## src/thermal_monitor_map.svh

```systemverilog
// register pointers, reset values and field positions of the monitor
`ifndef THERMAL_MONITOR_MAP_SVH
`define THERMAL_MONITOR_MAP_SVH
`define PTR_ITEMP 8'h00
`define PTR_RTEMP 8'h01
`define PTR_STATUS 8'h02
`define PTR_CFG 8'h03
`define PTR_RATE 8'h04
`define PTR_IHI 8'h05
`define PTR_ILO 8'h06
`define PTR_RHI 8'h07
`define PTR_RLO 8'h08
`define PTR_CFG_M 8'h09
`define PTR_RATE_M 8'h0a
`define PTR_IHI_M 8'h0b
`define PTR_ILO_M 8'h0c
`define PTR_RHI_M 8'h0d
`define PTR_RLO_M 8'h0e
`define PTR_RFRAC 8'h10
`define PTR_SCR_A 8'h11
`define PTR_SCR_B 8'h12
`define PTR_RHIF 8'h13
`define PTR_RLOF 8'h14
`define PTR_RCRIT 8'h19
`define PTR_LINK 8'h1d
`define PTR_HWLIM 8'h1e
`define PTR_MASK 8'h1f
`define PTR_ICRIT 8'h20
`define PTR_HYST 8'h21
`define PTR_CONSEC 8'h22
`define PTR_IFRAC 8'h29
`define PTR_HIFLG 8'h35
`define PTR_LOFLG 8'h36
`define PTR_CRFLG 8'h37
`define PTR_FILT 8'h40
`define PTR_PROD 8'hfd
`define PTR_MAKER 8'hfe
`define PTR_REV 8'hff
`define RST_ZERO 8'h00
`define RST_RATE 8'h06
`define RST_LIMIT 8'h55
`define RST_HYST 8'h0a
`define RST_CONSEC 8'h70
`define CH_INT 0
`define CH_REM 1
`define ST_BUSY 7
`define ST_HIGH 4
`define ST_LOW 3
`define ST_FAULT 2
`define ST_CRIT 1
`define ST_HWSD 0
`define FRAC_MSB 7
`define FRAC_LSB 5
`endif

```

## src/thermal_monitor_pkg.sv

```systemverilog
// types shared by the thermal monitor register bank
package thermal_monitor_pkg;
   typedef logic [7:0] byte_t;
   typedef logic [2:0] frac_t;
   typedef struct packed {
      byte_t cfg;
      byte_t rate;
      byte_t ihi;
      byte_t ilo;
      byte_t rhi;
      byte_t rlo;
      byte_t rhif;
      byte_t rlof;
      byte_t scr_a;
      byte_t scr_b;
      byte_t rcrit;
      byte_t icrit;
      byte_t hyst;
      byte_t link;
      byte_t mask;
      byte_t consec;
      byte_t filt;
      byte_t hwlim;
      logic strap_done;
      byte_t itemp;
      frac_t ifrac;
      byte_t rtemp;
      frac_t rfrac;
      frac_t ishadow;
      frac_t rshadow;
      logic [1:0] hiflg;
      logic [1:0] loflg;
      logic [1:0] crflg;
      logic fault;
      logic busy;
      logic hwsd;
      logic shdn;
      byte_t rdata;
   } state_s;
endpackage

```

## src/thermal_monitor_regs.sv

```systemverilog
// register bank of the two-channel thermal monitor
`timescale 1ns/100ps
`default_nettype none
`include "thermal_monitor_map.svh"
module thermal_monitor_regs #(
   parameter logic [7:0] PRODUCT_IDENTIFIER = 8'ha5, // arbitrary value
   parameter logic [7:0] MAKER_ID = 8'h3c, // arbitrary value
   parameter logic [7:0] REVISION_ID = 8'h07, // arbitrary value
   parameter int TEMP_W = 8
) (
   input wire logic clk_sys_in,
   input wire logic rst_in,
   input wire logic ce_in,
   input wire logic [7:0] reg_addr_in,
   input wire logic reg_wr_in,
   input wire logic [7:0] reg_wdata_in,
   input wire logic reg_rd_in,
   input wire logic meas_valid_in,
   input wire logic [7:0] int_temp_in,
   input wire logic [2:0] int_frac_in,
   input wire logic [7:0] rem_temp_in,
   input wire logic [2:0] rem_frac_in,
   input wire logic diode_fault_in,
   input wire logic busy_in,
   input wire logic [7:0] hw_limit_in,
   output logic [7:0] reg_rdata_out,
   output logic [7:0] config_out,
   output logic [7:0] conv_rate_out,
   output logic [7:0] filter_out,
   output logic [7:0] channel_mask_out,
   output logic [7:0] consec_alert_out,
   output logic system_shutdown_output_out
);

   // elaboration check: the map is built for byte-wide temperatures
   if (TEMP_W != 8) begin : g_bad_width
      $error("TEMP_W must be 8");
   end

   thermal_monitor_pkg::state_s s_q;
   thermal_monitor_pkg::state_s s_d;

   // 11-bit value built from integer byte and 3 fraction bits
   function automatic logic [10:0] full_val(input logic [7:0] i,
                                            input logic [2:0] f);
      full_val = {i, f};
   endfunction

   // critical flag with hysteresis: set above limit, clear at limit-hyst
   function automatic logic crit_next(input logic flag,
                                      input logic [7:0] t,
                                      input logic [7:0] lim,
                                      input logic [7:0] hy);
      logic [8:0] rel;
      rel = {1'b0, lim} - {1'b0, hy};
      if (t > lim) begin
         crit_next = 1'b1;
      end else if (rel[8] || ({1'b0, t} <= rel)) begin
         crit_next = 1'b0;
      end else begin
         crit_next = flag;
      end
   endfunction

   // read mux; temperature fraction registers (10h, 29h) keep unused low bits at zero
   function automatic logic [7:0] read_mux(
      input thermal_monitor_pkg::state_s s, input logic [7:0] a);
      logic [7:0] st;
      st = '0;
      st[`ST_BUSY] = s.busy;
      st[`ST_HIGH] = |s.hiflg;
      st[`ST_LOW] = |s.loflg;
      st[`ST_FAULT] = s.fault;
      st[`ST_CRIT] = |s.crflg;
      st[`ST_HWSD] = s.hwsd;
      unique case (a)
         `PTR_ITEMP: read_mux = s.itemp;
         `PTR_RTEMP: read_mux = s.rtemp;
         `PTR_STATUS: read_mux = st;
         `PTR_CFG, `PTR_CFG_M: read_mux = s.cfg;
         `PTR_RATE, `PTR_RATE_M: read_mux = s.rate;
         `PTR_IHI, `PTR_IHI_M: read_mux = s.ihi;
         `PTR_ILO, `PTR_ILO_M: read_mux = s.ilo;
         `PTR_RHI, `PTR_RHI_M: read_mux = s.rhi;
         `PTR_RLO, `PTR_RLO_M: read_mux = s.rlo;
         `PTR_RFRAC: read_mux = {s.rshadow, 5'h00};
         `PTR_IFRAC: read_mux = {s.ishadow, 5'h00};
         `PTR_SCR_A: read_mux = s.scr_a;
         `PTR_SCR_B: read_mux = s.scr_b;
         `PTR_RHIF: read_mux = s.rhif;
         `PTR_RLOF: read_mux = s.rlof;
         `PTR_RCRIT: read_mux = s.rcrit;
         `PTR_ICRIT: read_mux = s.icrit;
         `PTR_HYST: read_mux = s.hyst;
         `PTR_LINK: read_mux = s.link;
         `PTR_HWLIM: read_mux = s.hwlim;
         `PTR_MASK: read_mux = s.mask;
         `PTR_CONSEC: read_mux = s.consec;
         `PTR_HIFLG: read_mux = {6'h00, s.hiflg};
         `PTR_LOFLG: read_mux = {6'h00, s.loflg};
         `PTR_CRFLG: read_mux = {6'h00, s.crflg};
         `PTR_FILT: read_mux = s.filt;
         `PTR_PROD: read_mux = PRODUCT_IDENTIFIER;
         `PTR_MAKER: read_mux = MAKER_ID;
         `PTR_REV: read_mux = REVISION_ID;
         default: read_mux = 8'h00;
      endcase
   endfunction

   // next-state logic: register writes, reads, measurement updates
   always_comb begin
      logic rd;
      logic wr;
      logic [1:0] hi_set;
      logic [1:0] lo_set;
      rd = ce_in && reg_rd_in;
      wr = ce_in && reg_wr_in;
      hi_set = 2'b00;
      lo_set = 2'b00;
      s_d = s_q;
      // the strap is sampled once, in the first enabled cycle
      if (ce_in && !s_q.strap_done) begin
         s_d.hwlim = hw_limit_in;
         s_d.strap_done = 1'b1;
      end
      // writes land only on read-write pointers; others drop
      if (wr) begin
         unique case (reg_addr_in)
            `PTR_CFG, `PTR_CFG_M: s_d.cfg = reg_wdata_in;
            `PTR_RATE, `PTR_RATE_M: s_d.rate = reg_wdata_in;
            `PTR_IHI, `PTR_IHI_M: s_d.ihi = reg_wdata_in;
            `PTR_ILO, `PTR_ILO_M: s_d.ilo = reg_wdata_in;
            `PTR_RHI, `PTR_RHI_M: s_d.rhi = reg_wdata_in;
            `PTR_RLO, `PTR_RLO_M: s_d.rlo = reg_wdata_in;
            `PTR_SCR_A: s_d.scr_a = reg_wdata_in;
            `PTR_SCR_B: s_d.scr_b = reg_wdata_in;
            `PTR_RHIF: s_d.rhif = reg_wdata_in;
            `PTR_RLOF: s_d.rlof = reg_wdata_in;
            `PTR_RCRIT: s_d.rcrit = reg_wdata_in;
            `PTR_ICRIT: s_d.icrit = reg_wdata_in;
            `PTR_HYST: s_d.hyst = reg_wdata_in;
            `PTR_LINK: s_d.link = reg_wdata_in;
            `PTR_MASK: s_d.mask = reg_wdata_in;
            `PTR_CONSEC: s_d.consec = reg_wdata_in;
            `PTR_FILT: s_d.filt = reg_wdata_in;
            default: ;
         endcase
      end
      // reads: data out, shadow capture, clear-on-read
      if (rd) begin
         s_d.rdata = read_mux(s_q, reg_addr_in);
         if (reg_addr_in == `PTR_ITEMP) begin
            s_d.ishadow = s_q.ifrac;
         end
         if (reg_addr_in == `PTR_RTEMP) begin
            s_d.rshadow = s_q.rfrac;
         end
         if (reg_addr_in == `PTR_HIFLG) begin
            s_d.hiflg = 2'b00;
         end
         if (reg_addr_in == `PTR_LOFLG) begin
            s_d.loflg = 2'b00;
         end
      end
      // a finished conversion updates data and limit flags
      if (ce_in && meas_valid_in) begin
         s_d.itemp = int_temp_in;
         s_d.ifrac = int_frac_in;
         s_d.fault = diode_fault_in;
         s_d.rtemp = diode_fault_in ? 8'h00 : rem_temp_in;
         s_d.rfrac = diode_fault_in ? 3'h0 : rem_frac_in;
         hi_set[`CH_INT] = int_temp_in > s_q.ihi;
         lo_set[`CH_INT] = int_temp_in < s_q.ilo;
         hi_set[`CH_REM] = !diode_fault_in &&
            (full_val(rem_temp_in, rem_frac_in) >
             full_val(s_q.rhi, s_q.rhif[`FRAC_MSB:`FRAC_LSB]));
         // a faulted diode skips the low-limit check
         lo_set[`CH_REM] = !diode_fault_in &&
            (full_val(rem_temp_in, rem_frac_in) <
             full_val(s_q.rlo, s_q.rlof[`FRAC_MSB:`FRAC_LSB]));
         s_d.crflg[`CH_INT] = crit_next(s_q.crflg[`CH_INT],
            int_temp_in, s_q.icrit, s_q.hyst);
         s_d.crflg[`CH_REM] = crit_next(s_q.crflg[`CH_REM],
            s_d.rtemp, s_q.rcrit, s_q.hyst);
         s_d.hwsd = s_q.strap_done && (s_d.rtemp > s_q.hwlim);
      end
      // masked channels raise no high or low flags; set beats clear
      s_d.hiflg = s_d.hiflg | (hi_set & ~s_q.mask[1:0]);
      s_d.loflg = s_d.loflg | (lo_set & ~s_q.mask[1:0]);
      if (ce_in) begin
         s_d.busy = busy_in;
         s_d.shdn = s_d.hwsd |
            (|(s_d.crflg & s_q.link[1:0]));
      end
      if (rst_in) begin
         s_d = '0;
         s_d.rate = `RST_RATE;
         s_d.ihi = `RST_LIMIT;
         s_d.rhi = `RST_LIMIT;
         s_d.rcrit = `RST_LIMIT;
         s_d.icrit = `RST_LIMIT;
         s_d.hyst = `RST_HYST;
         s_d.consec = `RST_CONSEC;
      end
   end

   // the whole state is one register
   always_ff @(posedge clk_sys_in) begin
      s_q <= s_d;
   end

   // outputs straight from the state register
   assign reg_rdata_out = s_q.rdata;
   assign config_out = s_q.cfg;
   assign conv_rate_out = s_q.rate;
   assign filter_out = s_q.filt;
   assign channel_mask_out = s_q.mask;
   assign consec_alert_out = s_q.consec;
   assign system_shutdown_output_out = s_q.shdn;
endmodule // thermal_monitor_regs
`default_nettype wire
```

## config.mk

```make
export PLATFORM = sky130hd
export DESIGN_NAME = thermal_monitor_regs
export DESIGN_NICKNAME = d
export VERILOG_FILES = /design/src/thermal_monitor_pkg.sv /design/src/thermal_monitor_regs.sv
export VERILOG_INCLUDE_DIRS = /design/src
export SDC_FILE = /design/constraint.sdc
export NUM_CORES = 1
export LEC_CHECK = 0
export BUFFER_PORTS_ARGS = -buffer_cell sky130_fd_sc_hd__buf_4
export CORE_MARGIN = 5
export CORE_UTILIZATION = 63
export DETAILED_ROUTE_END_ITERATION = 10
export GPL_ROUTABILITY_DRIVEN = 0
export PLACE_DENSITY = 0.82
export SYNTH_ARGS = -nofsm -noshare
export SYNTH_HDL_FRONTEND = slang
export SYNTH_SLANG_ARGS = --single-unit
```

## constraint.sdc

```tcl
create_clock -name clk_sys_in -period 7.49 [get_ports clk_sys_in]
set_input_delay 0.749 -clock clk_sys_in [delete_from_list [all_inputs] [get_ports clk_sys_in]]
set_output_delay 0.749 -clock clk_sys_in [all_outputs]
set_load 0.01 [all_outputs]
```

==> impl_results.md <==
* Worst setup path class: reg2reg
* Wire length of the first global-routing pass at 62400 um
* Synth Area in Simple Gates at roughly a fifth
* Clock Latency Late Sink at 0.44 ns
* Leak pwr at 4.96 nW
* Resized cells post-CTS at 0
* DR vias at 11900
* Top cells by count, synth: 191 x dfxtp_1, 177 x nand2_1, 144 x nor2_1
* Clock-pin slew on the worst setup and hold paths at 0.07 ns
* Post-synth EDFFs at 0
* Core area at about 19000 um^2
* Slew Limit Fails at 0
* Final WS setup at between 3 and 4 ns
* Status: completed
* RSZ-0062 raised after global routing: no
* IO Count at between 100 and 150
* Largest net degree at the start of global routing at 106
* Post-layout net count at 1628
* Post-synthesis cell type count at 81
* Top cells by area, synth: dfxtp_1 31%, ha_1 9.4%, mux2i_1 7.1%
* Flops & latches, synth at 191
* Number of antenna violations at the first check in global routing at 0
* Synthesized Nets at 1651
* Residual DRC at 0
* Ys async rst share at 0%
* Synthesized area at 12200 um^2
* Final ANT Viol Nets at 0
* Antenna Cells at 0
* Placed Cells at 1721
* Worst-path fanout max at 4
* CTS tree: done
* Required time of the critical path at a little under 8 ns
* Syn Inst Count at between 1500 and 2000
* Maxcap violations at 0
* Crit path DAT at 4.00 ns
* Multiplexer share of the synthesized area at 7.51%
* TritonCTS buffer count at 17
* Synthesized area per cell at ~8.1 um^2
* Fin cells at 1751
* Crit start category: register
* Num rows at 50
* HPWL Detailed at ~29000 um
* # H-tree levels at 4
* Routed len/inst at around 23 um
* Setup TNS at 0 ns
* Cts hold-fix bufs at 0
* Peak supply drop at around 150 uV
* Final hold violations at 0
* Max transition margin at 26.1%
* Clock skew at 0.00692 ns
* Post-synthesis compound-gate area fraction at between 10% and 20%
* Setup violators final at 0
* Overall routing resource usage at 36.2%
* Die area at 22200 um^2
* Filler instances at 1554
* Sequential area share after synthesis at 31.4%
* DRT iter0 DRCs at 2076
* Detailed-route wire length at 40900 um
* Post-Synth XOR/XNOR Area at less than 1%
* Starting Density at 64.5%
* Min Hold Slack at roughly 0.46 ns
* Share of cells above drive strength 1 at 11.8%
* Pwr Density at 178 nW/um^2
* Top FF cell, synth: dfxtp_1
* Pre-antenna DRT Iters at 7
* Cell taking the most area after synthesis: dfxtp_1
* Setup Fix Bufs, Post-CTS at 0
* Leading cell type by number of instances after synthesis: dfxtp_1
* Hold crit path type: reg2reg
* Pre-CTS setup slack at 3.97 ns
* Vias/cell at 6.77
* Area fraction of the dominant cell type after synthesis at 31.4%
* Adder-cell share of the synthesized area at 9.77%
* CP endpoint kind: register
* Root buf cell: clkbuf_16
* IO Port Bufs at 102
* Die H at 149 um
* Vias in the first global route at 11000
* Tmin final at 3.62 ns
* Synth warnings at 0
* Slew @ Worst Pin at 1.11 ns
* Main combinational cell family by area after synthesis: simple AND/OR/NAND/NOR gates
* Pwr Total at 0.00233 W
* Clock Path Buffers at 2
* P&R area growth vs syn at 7.08%
* Die span in x at between 100 and 150 um
* GR Overflow Total at 0
* Period utilization at 48.3%
* CTS sink count at between 150 and 200
* F_max at 277 MHz
[path summary, 6_finish.rpt]
check	start	endpoint	slack, ns	cells past startpoint
worst max-delay path	s_q[88]	system_shutdown_output_out	3.87	15
worst max register to register	s_q[88]	system_shutdown_output_out	3.87	15
worst min register to register	s_q[25]	s_q[25]	0.46	2
worst min-delay path	s_q[25]	s_q[25]	0.46	2
[cell families after synthesis]
family	count (synthesis)
buf+inv	236
mux	91
fa+ha+maj	94
xor+xnor	12
flops	191
compound gates	346
simple gates	533
[layer usage]
layer / vias up / routed length (um) / GRT usage, %
met2: 901 / 16900 / 52.3
met1: 5544 / 15400 / 48.2
met4: 0 / 2760 / 20.4
met3: 214 / 5820 / 10.7
met5: - / 0 / 0
li1: 5204 / - / -
[critical path, cell delays in order (launching register included)]
cell and delay [ns]:
dfxtp_1 0.48, inv_1 0.14, ha_1 0.31, nor2b_1 0.12
o21ai_0 0.21, a21oi_1 0.13, o21ai_0 0.21, a211oi_1 0.12
xnor2_1 0.14, ha_1 0.34, nand3_1 0.09, nand2_1 0.09
nor4_1 0.06, or4_1 0.52, o221ai_1 0.41, a211o_1 0.20
[cells in the final DEF, fill, tap and decap left out, types with 6 or more instances in the layout]
cell type and n:
and3_1 9, nand2_1 177, o22ai_1 10, and2_1 9
a21oi_1 127, inv_1 84, o21a_1 6, a21o_1 8
clkbuf_16 17, nor2b_1 32, xnor2_1 6, o211ai_1 11
nand3b_1 9, buf_4 109, a211o_1 19, a22oi_1 18
nor4_1 11, nand3_1 58, a32oi_1 11, nor2_1 144
nand4_1 14, a22o_1 15, ha_1 92, a211oi_1 6
dfxtp_1 191, o21ai_0 45, a31oi_1 14, nand2b_1 13
nor3_1 20, a311oi_1 7, mux2i_1 87
[where the power goes]
part	switching, W	internal, W
Sequential	0.0000118	0.00103
Combinational	0.000181	0.0000836
Clock	0.000421	0.000603
[through the flow]
stage | instance area, um^2 | utilization [%]
finish | 13100 | 69.1
detailed placement | 12400 | 65.7
floorplan | 12200 | -
global route | 13100 | 69.1
global placement | 12400 | 65.7
CTS | 13100 | 69.1
[flip-flops by register name (all words and copies together) (netlist names)]
name,count
filter_out,8
s_q,142
reg_rdata_out,8
channel_mask_out,8
system_shutdown_output_out,1
consec_alert_out,8
config_out,8
conv_rate_out,8
[area by class of cell]
class | instances | area, um^2 | area share [%]
Sequential cell | 191 | 3820 | 29.3
Inverter | 84 | 315 | 2.42
Multi-Input combinational cell | 1076 | 7110 | 54.5
Tap cell | 260 | 325 | 2.49
Timing Repair Buffer | 110 | 830 | 6.35
Clock buffer | 18 | 439 | 3.36
Clock inverter | 12 | 208 | 1.59
Note: power is estimated with default switching activity, not from simulation.
